[src/include/ochc_consts.svh]
// constants for the overcurrent hiccup supervisor
`ifndef OCHC_CONSTS_SVH
`define OCHC_CONSTS_SVH

`define OCHC_CLK_MHZ 100
`define OCHC_POR_DELAY_NS 6800000
`define OCHC_POR_DELAY_CYC ((`OCHC_POR_DELAY_NS * `OCHC_CLK_MHZ) / 1000)
`define OCHC_RAMP_NS 6800000
`define OCHC_SS_STEPS 64
`define OCHC_SS_STEP_CYC \
    ((`OCHC_RAMP_NS * `OCHC_CLK_MHZ) / (1000 * `OCHC_SS_STEPS))
`define OCHC_BLANK_NS 200
`define OCHC_BLANK_CYC ((`OCHC_BLANK_NS * `OCHC_CLK_MHZ) / 1000)
// sensed comparator lags by the synchroniser depth
`define OCHC_SYNC_LAG 2
`define OCHC_MIN_LOW_NS 425
`define OCHC_MIN_LOW_CYC ((`OCHC_MIN_LOW_NS * `OCHC_CLK_MHZ + 999) / 1000)
`define OCHC_SAMPLE_STEP_NS 13300
`define OCHC_SAMPLE_STEP_CYC ((`OCHC_SAMPLE_STEP_NS * `OCHC_CLK_MHZ) / 1000)
`define OCHC_NARROW_LIMIT 2'h2
// held code lsb is 2 mV across the set resistor
`define OCHC_HELD_LSB_MV 2
`define OCHC_HELD_MAX 8'hFF
`define OCHC_OCP_OFF_CODE 8'h96
`define OCHC_THRESH_MAX 9'h0ED
`define OCHC_SS_TOP 6'h3F

`endif

[src/include/ochc_pkg.sv]
// types for the overcurrent hiccup supervisor
package ochc_pkg;
    typedef enum logic [2:0] {
        ST_OFF    = 3'h0,
        ST_DELAY  = 3'h1,
        ST_SAMPLE = 3'h2,
        ST_DUMMY1 = 3'h3,
        ST_DUMMY2 = 3'h4,
        ST_SOFT   = 3'h5,
        ST_RUN    = 3'h6
    } ochc_state_t;
endpackage : ochc_pkg

[src/hw/ochc_top.sv]
// overcurrent sample, monitoring window and hiccup sequencer
`timescale 1ns/1ps
`include "ochc_consts.svh"
module ochc_top #(
    parameter int POR_DELAY_CYC = `OCHC_POR_DELAY_CYC,
    parameter int SS_STEP_CYC = `OCHC_SS_STEP_CYC
) (
    // clock and reset
    input wire logic mclk,
    input wire logic reset,
    // analog comparators and pins, asynchronous
    input wire logic bias_por_ok,
    input wire logic enable_above,
    input wire logic set_reached,
    input wire logic sense_over,
    // internal pwm, same clock
    input wire logic pwm_cycle_tick,
    input wire logic pwm_low_req,
    // gate drive and sample source
    output logic low_gate,
    output logic out_enable,
    output logic sample_current_source,
    // set point and threshold dacs
    output logic [7:0] held_code,
    output logic [8:0] thresh_code,
    output logic ocp_disabled,
    // sequencer status
    output logic [5:0] ss_ref,
    output logic in_regulation,
    output logic hiccup_active,
    output logic trip_pulse,
    output logic monitor_open
);
    localparam logic [19:0] POR_LAST = 20'(POR_DELAY_CYC - 1);
    localparam logic [19:0] STEP_LAST = 20'(SS_STEP_CYC - 1);
    localparam logic [19:0] SAMP_LAST = 20'(`OCHC_SAMPLE_STEP_CYC - 1);
    localparam logic [5:0] BLANK_LAST =
        6'(`OCHC_BLANK_CYC + `OCHC_SYNC_LAG);
    localparam logic [5:0] MINW_LAST = 6'(`OCHC_MIN_LOW_CYC - 1);

    // two-flop synchronisers for the asynchronous inputs
    logic [3:0] async_in;
    logic [3:0] meta_ff;
    logic [3:0] sync_ff;
    assign async_in = {sense_over, set_reached, enable_above, bias_por_ok};
    genvar gi;
    generate
        for (gi = 0; gi < 4; gi++) begin : g_sync
            always_ff @(posedge mclk) begin
                if (reset) begin
                    meta_ff[gi] <= 1'b0;
                    sync_ff[gi] <= 1'b0;
                end else begin
                    meta_ff[gi] <= async_in[gi];
                    sync_ff[gi] <= meta_ff[gi];
                end
            end
        end
    endgenerate
    logic por_ok_s;
    logic enable_s;
    logic set_reached_s;
    logic sense_over_s;
    assign por_ok_s = sync_ff[0];
    assign enable_s = sync_ff[1];
    assign set_reached_s = sync_ff[2];
    assign sense_over_s = sync_ff[3];

    // states in which the power stage may switch
    function automatic logic is_switching(input ochc_pkg::ochc_state_t s);
        return (s == ochc_pkg::ST_SOFT) || (s == ochc_pkg::ST_RUN);
    endfunction : is_switching

    ochc_pkg::ochc_state_t state_ff;
    ochc_pkg::ochc_state_t nxt_state;
    logic [19:0] timer_ff;
    logic [5:0] step_ff;
    logic [7:0] held_ff;
    logic trip;
    logic timer_done;
    logic step_done;
    logic live;

    // power loss or enable below threshold forces shutdown
    assign live = por_ok_s && enable_s;
    assign step_done = (timer_ff == STEP_LAST);
    always_comb begin
        unique case (state_ff)
            ochc_pkg::ST_DELAY:  timer_done = (timer_ff == POR_LAST);
            ochc_pkg::ST_SAMPLE: timer_done = (timer_ff == SAMP_LAST);
            default:             timer_done = step_done;
        endcase
    end

    always_comb begin
        nxt_state = state_ff;
        if (!live) begin
            nxt_state = ochc_pkg::ST_OFF;
        end else begin
            unique case (state_ff)
                ochc_pkg::ST_OFF: nxt_state = ochc_pkg::ST_DELAY;
                ochc_pkg::ST_DELAY: begin
                    if (timer_done) begin
                        nxt_state = ochc_pkg::ST_SAMPLE;
                    end
                end
                ochc_pkg::ST_SAMPLE: begin
                    if (set_reached_s || held_ff == `OCHC_HELD_MAX) begin
                        nxt_state = ochc_pkg::ST_SOFT;
                    end
                end
                ochc_pkg::ST_DUMMY1: begin
                    if (step_done && step_ff == `OCHC_SS_TOP) begin
                        nxt_state = ochc_pkg::ST_DUMMY2;
                    end
                end
                ochc_pkg::ST_DUMMY2: begin
                    if (step_done && step_ff == `OCHC_SS_TOP) begin
                        nxt_state = ochc_pkg::ST_SOFT;
                    end
                end
                ochc_pkg::ST_SOFT: begin
                    if (trip) begin
                        nxt_state = ochc_pkg::ST_DUMMY1;
                    end else if (step_done && step_ff == `OCHC_SS_TOP) begin
                        nxt_state = ochc_pkg::ST_RUN;
                    end
                end
                ochc_pkg::ST_RUN: begin
                    if (trip) begin
                        nxt_state = ochc_pkg::ST_DUMMY1;
                    end
                end
                default: nxt_state = ochc_pkg::ST_OFF;
            endcase
        end
    end

    always_ff @(posedge mclk) begin
        if (reset) begin
            state_ff <= ochc_pkg::ST_OFF;
        end else begin
            state_ff <= nxt_state;
        end
    end

    // one timer serves delay, sample steps and ramp steps
    always_ff @(posedge mclk) begin
        if (reset) begin
            timer_ff <= 20'h00000;
        end else if (nxt_state != state_ff || timer_done) begin
            timer_ff <= 20'h00000;
        end else begin
            timer_ff <= timer_ff + 20'h00001;
        end
    end

    // ramp step count, shared by dummy time-outs and the real ramp
    always_ff @(posedge mclk) begin
        if (reset) begin
            step_ff <= 6'h00;
        end else if (nxt_state != state_ff) begin
            step_ff <= 6'h00;
        end else if (step_done && step_ff != `OCHC_SS_TOP) begin
            step_ff <= step_ff + 6'h01;
        end
    end

    // held set point: cleared on power loss and at the end of each delay, redone after shutdown
    always_ff @(posedge mclk) begin
        if (reset || !por_ok_s) begin
            held_ff <= 8'h00;
        end else if (state_ff == ochc_pkg::ST_DELAY && timer_done) begin
            held_ff <= 8'h00;
        end else if (state_ff == ochc_pkg::ST_SAMPLE && timer_done
                     && !set_reached_s && held_ff != `OCHC_HELD_MAX) begin
            held_ff <= held_ff + 8'h01;
        end
    end

    // low gate width tracking and narrow-pulse stretching
    logic req_d_ff;
    logic [5:0] width_ff;
    logic [5:0] blank_ff;
    logic [5:0] stretch_ff;
    logic [1:0] narrow_ff;
    logic wide_seen_ff;
    logic forced_ff;
    logic gate_on;
    logic gate_d_ff;
    logic req_rise;
    assign req_rise = pwm_low_req && !req_d_ff;
    assign gate_on = is_switching(state_ff)
                     && (pwm_low_req || stretch_ff != 6'h00);

    always_ff @(posedge mclk) begin
        if (reset) begin
            req_d_ff <= 1'b0;
            gate_d_ff <= 1'b0;
        end else begin
            req_d_ff <= pwm_low_req;
            gate_d_ff <= gate_on;
        end
    end

    always_ff @(posedge mclk) begin
        if (reset) begin
            width_ff <= 6'h00;
            wide_seen_ff <= 1'b0;
        end else begin
            if (!gate_on) begin
                width_ff <= 6'h00;
            end else if (width_ff != MINW_LAST) begin
                width_ff <= width_ff + 6'h01;
            end
            // set wins over the cycle-start clear
            if (gate_on && width_ff == MINW_LAST) begin
                wide_seen_ff <= 1'b1;
            end else if (pwm_cycle_tick) begin
                wide_seen_ff <= 1'b0;
            end
        end
    end

    // two narrow cycles in a row force the third
    always_ff @(posedge mclk) begin
        if (reset || !is_switching(state_ff)) begin
            narrow_ff <= 2'h0;
            forced_ff <= 1'b0;
        end else if (pwm_cycle_tick) begin
            if (wide_seen_ff || forced_ff) begin
                narrow_ff <= 2'h0;
            end else if (narrow_ff != `OCHC_NARROW_LIMIT) begin
                narrow_ff <= narrow_ff + 2'h1;
            end
            forced_ff <= !wide_seen_ff && !forced_ff
                         && narrow_ff == 2'h1;
        end
    end

    // forced cycle: pulse inserted at cycle start, stretched on request
    always_ff @(posedge mclk) begin
        if (reset || !is_switching(state_ff)) begin
            stretch_ff <= 6'h00;
        end else if (pwm_cycle_tick && !wide_seen_ff && !forced_ff
                     && narrow_ff == 2'h1) begin
            stretch_ff <= 6'(`OCHC_MIN_LOW_CYC);
        end else if (forced_ff && req_rise) begin
            stretch_ff <= 6'(`OCHC_MIN_LOW_CYC);
        end else if (stretch_ff != 6'h00) begin
            stretch_ff <= stretch_ff - 6'h01;
        end
    end

    // monitoring window after blanking, closed by gate fall
    always_ff @(posedge mclk) begin
        if (reset || !gate_on) begin
            blank_ff <= 6'h00;
        end else if (blank_ff != BLANK_LAST) begin
            blank_ff <= blank_ff + 6'h01;
        end
    end

    logic window;
    logic ocp_off;
    logic [8:0] dbl;
    // blanking padded by the sync lag, so sensed data is past 200ns
    assign window = gate_on && gate_d_ff && blank_ff == BLANK_LAST;
    assign ocp_off = held_ff > `OCHC_OCP_OFF_CODE;
    assign trip = window && sense_over_s && !ocp_off
                  && is_switching(state_ff);
    assign dbl = {held_ff, 1'b0};

    // registered outputs
    always_ff @(posedge mclk) begin
        if (reset) begin
            low_gate <= 1'b0;
            out_enable <= 1'b0;
            sample_current_source <= 1'b0;
            held_code <= 8'h00;
            thresh_code <= 9'h000;
            ocp_disabled <= 1'b0;
            ss_ref <= 6'h00;
            in_regulation <= 1'b0;
            hiccup_active <= 1'b0;
            trip_pulse <= 1'b0;
            monitor_open <= 1'b0;
        end else begin
            low_gate <= gate_on && !trip;
            out_enable <= is_switching(nxt_state);
            // next state, so the source never overlaps switching
            sample_current_source
                <= (nxt_state == ochc_pkg::ST_SAMPLE);
            held_code <= held_ff;
            thresh_code <= (dbl > `OCHC_THRESH_MAX)
                           ? `OCHC_THRESH_MAX : dbl;
            ocp_disabled <= ocp_off;
            ss_ref <= (state_ff == ochc_pkg::ST_RUN) ? `OCHC_SS_TOP
                      : (state_ff == ochc_pkg::ST_SOFT) ? step_ff
                      : 6'h00;
            in_regulation <= (state_ff == ochc_pkg::ST_RUN);
            hiccup_active <= (nxt_state == ochc_pkg::ST_DUMMY1)
                             || (nxt_state == ochc_pkg::ST_DUMMY2);
            trip_pulse <= trip;
            // a trip drops the gate, so the window closes with it
            monitor_open <= window && !trip;
        end
    end
endmodule : ochc_top

[config.mk]
export PLATFORM = sky130hd
export DESIGN_NAME = ochc_top
export DESIGN_NICKNAME = d
export VERILOG_FILES = /design/src/include/ochc_pkg.sv /design/src/hw/ochc_top.sv
export VERILOG_INCLUDE_DIRS = /design/src /design/src/include
export SDC_FILE = /design/constraint.sdc
export NUM_CORES = 1
export LEC_CHECK = 0
export BUFFER_PORTS_ARGS = -buffer_cell sky130_fd_sc_hd__buf_2
export CAP_MARGIN = 5
export CORE_UTILIZATION = 45
export DETAILED_ROUTE_END_ITERATION = 6
export SLEW_MARGIN = 10
export SYNTH_ARGS = -nofsm -noshare
export SYNTH_HDL_FRONTEND = slang
export SYNTH_SLANG_ARGS = --single-unit
[constraint.sdc]
create_clock -name mclk -period 3.6 [get_ports mclk]
set_clock_uncertainty 0.2 [all_clocks]
set_input_delay 0.72 -clock mclk [delete_from_list [all_inputs] [get_ports mclk]]
set_output_delay 0.72 -clock mclk [all_outputs]
set_load 0.05 [all_outputs]
==> summary.md <==
| Metric | Value |
|---|---|
| Syn_nets | `513` |
| Detailed router's first-iteration violation count | `149` |
| Number of vias after detailed routing | `3,370` |
| Quantity of I/O buffers inserted on ports | `38` |
| Most frequent cells in the layout | `dfxtp_1, nor2_1, nand2_1` |
| Maximum Capacitance Violations | `0` |
| Core ar. | `9370 sq um` |
| Number of DRC violations after detailed routing | `0` |
| Power per Cell Area | `382 nW/um^2` |
| Final setup violation count | `0` |
| Post-synth EDFFs | `0` |
| Maximum buffer depth of the clock tree | `2` |
| CTS Hold Buffers Added | `0` |
| Type of element launching the critical path | `register` |
| Startpoint of the worst-slack reg-to-reg timing path | `held_ff[0]$_SDFFE_PP0P_` |
| Synthesized area per cell | `8.98 sq um` |
| Share of post-route cells with drive strength above 1 | `15.9%` |
| Gr usage total | `17.4%` |
| Count of mapped cells out of synthesis | `492` |
| Most frequent standard cell in the layout excluding fill and tap cells | `dfxtp_1` |
| Max-slew violation count | `0` |
| Die ar. | `10,200 sq um` |
| Critical path arrival | `2970 ps` |
| Count of cells along the worst register-to-register path | `8` |
| Clock net sink count | `100` |
| Inserted Clock Buffers | `9` |
| Tightest Hold Check Type | `reg2reg` |
| Post-layout minimum cycle time | `2900 ps` |
| Effective utilization at floorplan | `47.1%` |
| Clock input transition at the sequential cells of the worst setup and hold paths | `110 ps` |
| R2R Setup Slk | `700 ps` |
| Global-route wire length before repair | `14.2 mm` |
| First-pass DRT Iterations | `4` |
| CTS resizes | `0` |
| Layout overhead on the synthesized area | `10.3%` |
| Latest clock arrival within the worst-skew pair | `370 ps` |
| Total Neg Setup Slack | `0 ps` |
| Count of placed standard cells in the final layout, fillers left out | `662` |
| Crit Path Category | `reg2reg` |
| Dominant register cell in the synthesized netlist | `dfxtp_1` |
| Worst r2r dst | `timer_ff[0]$_SDFF_PP0_` |
| Post-synthesis sequential area ratio | `45.3%` |
| Tightest slew margin relative to the limit | `38.1%` |
| Floorplan die height | `101 um` |
| Placer Congestion | `0.861` |
| Final-layout fill cell count | `945` |
| Mapped cell area | `4420 sq um` |
| Ports | `39` |
| Unrepaired setup endpoints after global routing | `false` |
| Ratio of final minimum period to clock period | `80.4%` |
| Largest driver fanout on the critical path | `26` |
| Number of warnings issued by yosys | `0` |
| Post-CTS setup repair buffer count | `0` |
| Pin count of the biggest net entering global routing | `31` |
| Leakage power | `1.87 nW` |
| Wire length per cell | `12.7 um` |
| Last element of the critical path | `timer_ff[0]$_SDFF_PP0_` |
| Mean number of vias per cell | `5.09` |
| Worst Tran Pin Value | `928 ps` |
| Final count of hold timing violations | `0` |
| Chip Width | `101 um` |
| Number of H-tree branching levels | `3` |
| Achievable clock frequency | `345 MHz` |
| Async S/R FF share, synth | `0%` |
| Clock tree from TritonCTS | `built` |
| Outcome | `completed` |
| Cell count after placement | `646` |
| Final core utilization | `52.0%` |
| Worst vdd rail ir drop | `178 uV` |
| Flip-flop and latch count after synthesis | `100` |
| Synth unique cells | `59` |
| Capturing element type of the critical path | `register` |
| Vias in the first global route | `3,079` |
| DRT antenna net count | `0` |
| Cell at the root of the clock tree | `clkbuf_8` |
| Setup crit start | `held_ff[0]$_SDFFE_PP0P_` |
| Final wirelength | `8.38 mm` |
| Rows | `35` |
| Inserted Diodes | `0` |
| Final net count | `549` |
| CP Data Required Time | `3680 ps` |
| GR Overflow Total | `0` |
| Antenna violations before repair | `0` |
| Estimated wirelength of the detail-placed design | `5.95 mm` |
## how the worst min path moves through the flow
stage                          start                 endpoint  slack [ps]  cells after the start
2_1_floorplan  meta_ff[1]$_SDFF_PP0_      enable_s$_SDFF_PP0_         210                      1
3_3_place_gp   meta_ff[3]$_SDFF_PP0_  sense_over_s$_SDFF_PP0_         220                      1
3_5_place_dp   meta_ff[3]$_SDFF_PP0_  sense_over_s$_SDFF_PP0_         220                      1
4_1_cts        meta_ff[3]$_SDFF_PP0_  sense_over_s$_SDFF_PP0_         250                      1
5_1_grt        meta_ff[1]$_SDFF_PP0_      enable_s$_SDFF_PP0_         270                      1
6_report       meta_ff[3]$_SDFF_PP0_  sense_over_s$_SDFF_PP0_         250                      1
## cell families (layout without fill, tap and decap cells)
kind of cell,Yosys count,after routing,synth area share [%]
DFF,100,100,45.3
adders and majority gates,13,13,3.68
and+or+nand+nor,253,253,29.7
muxes,3,3,0.680
xor gates and xnor gates,43,43,8.52
buffers and inverters,34,75,4.11
other,1,1,0.0849
AOI/OAI and AO/OA,45,45,7.90
## Yosys cell counts, types with 5 or more instances
cell | number | share of area (%)
nand3_1 | 18 | 2.0
nor3_1 | 15 | 1.7
a21oi_1 | 15 | 1.7
nor4_1 | 5 | 0.71
xnor2_1 | 20 | 4.0
nand4_1 | 11 | 1.6
xor2_1 | 23 | 4.6
inv_1 | 20 | 1.7
nor2b_1 | 13 | 1.8
nor2_1 | 84 | 7.1
dfxtp_1 | 100 | 45
nor3b_1 | 5 | 0.85
clkbuf_1 | 7 | 0.59
and2_1 | 7 | 0.99
buf_6 | 5 | 1.3
and3_1 | 9 | 1.3
nand2_1 | 42 | 3.6
nor2_2 | 13 | 1.8
ha_1 | 13 | 3.7
## stage by stage
step / setup slack (ps) / power, mW / hold WS (ps) / cell area (sq um)
floorplan: 1270 / 1.18 / 214 / 4420
global placement: 650 / 1.19 / 223 / 4670
detailed placement: 540 / 1.19 / 224 / 4670
CTS: 686 / 1.89 / 254 / 4870
global route: 397 / 1.95 / 270 / 4870
finish: 705 / 1.86 / 249 / 4870
## worst max-delay path, stage by stage, from the launching register on
cell      delay (ps)
dfxtp_1          340
inv_1            120
ha_1             160
nand3b_1          70
a311oi_1         520
o21ai_1          250
nor3_1           400
o221ai_4         450
nor3b_1          300
## area by class of cell
type | instances | area, sq um | share of cell area (%)
Inverter | 20 | 75.1 | 1.54
Clock buffer | 9 | 124 | 2.54
Clock inverter | 7 | 75.1 | 1.54
Tap cell | 129 | 161 | 3.31
Timing Repair Buffer | 39 | 198 | 4.06
Sequential cell | 100 | 2000 | 41.1
Multi-Input combinational cell | 358 | 2240 | 45.9
## per-layer routing
layer / up-vias / share of wire (%) / track usage, %
li1: 1736 / - / -
met1: 1567 / 49 / 23.5
met2: 58 / 46 / 27.9
met3: 9 / 3.5 / 3.95
met4: 0 / 1.1 / 5.02
met5: - / 0 / 0
## registers in the layout, summed over array words and instances, names as in the netlist, 2 cells and up
name and cells:
timer_ff 20, thresh_code 9, held_code 8, held_ff 8, blank_ff 6, ss_ref 6
step_ff 6, stretch_ff 6, width_ff 6, meta_ff 4, state_ff 3, narrow_ff 2
## power by group
part / internal [mW] / leakage (nW) / switching (mW) / total [mW]
clock: 0.275 / 0.0985 / 0.424 / 0.700
combinational: 0.0143 / 0.959 / 0.0267 / 0.0410
sequential: 1.11 / 0.808 / 0.00733 / 1.12
total: 1.40 / 1.87 / 0.459 / 1.86
No activity file was read; power rests on OpenSTA's default activity.
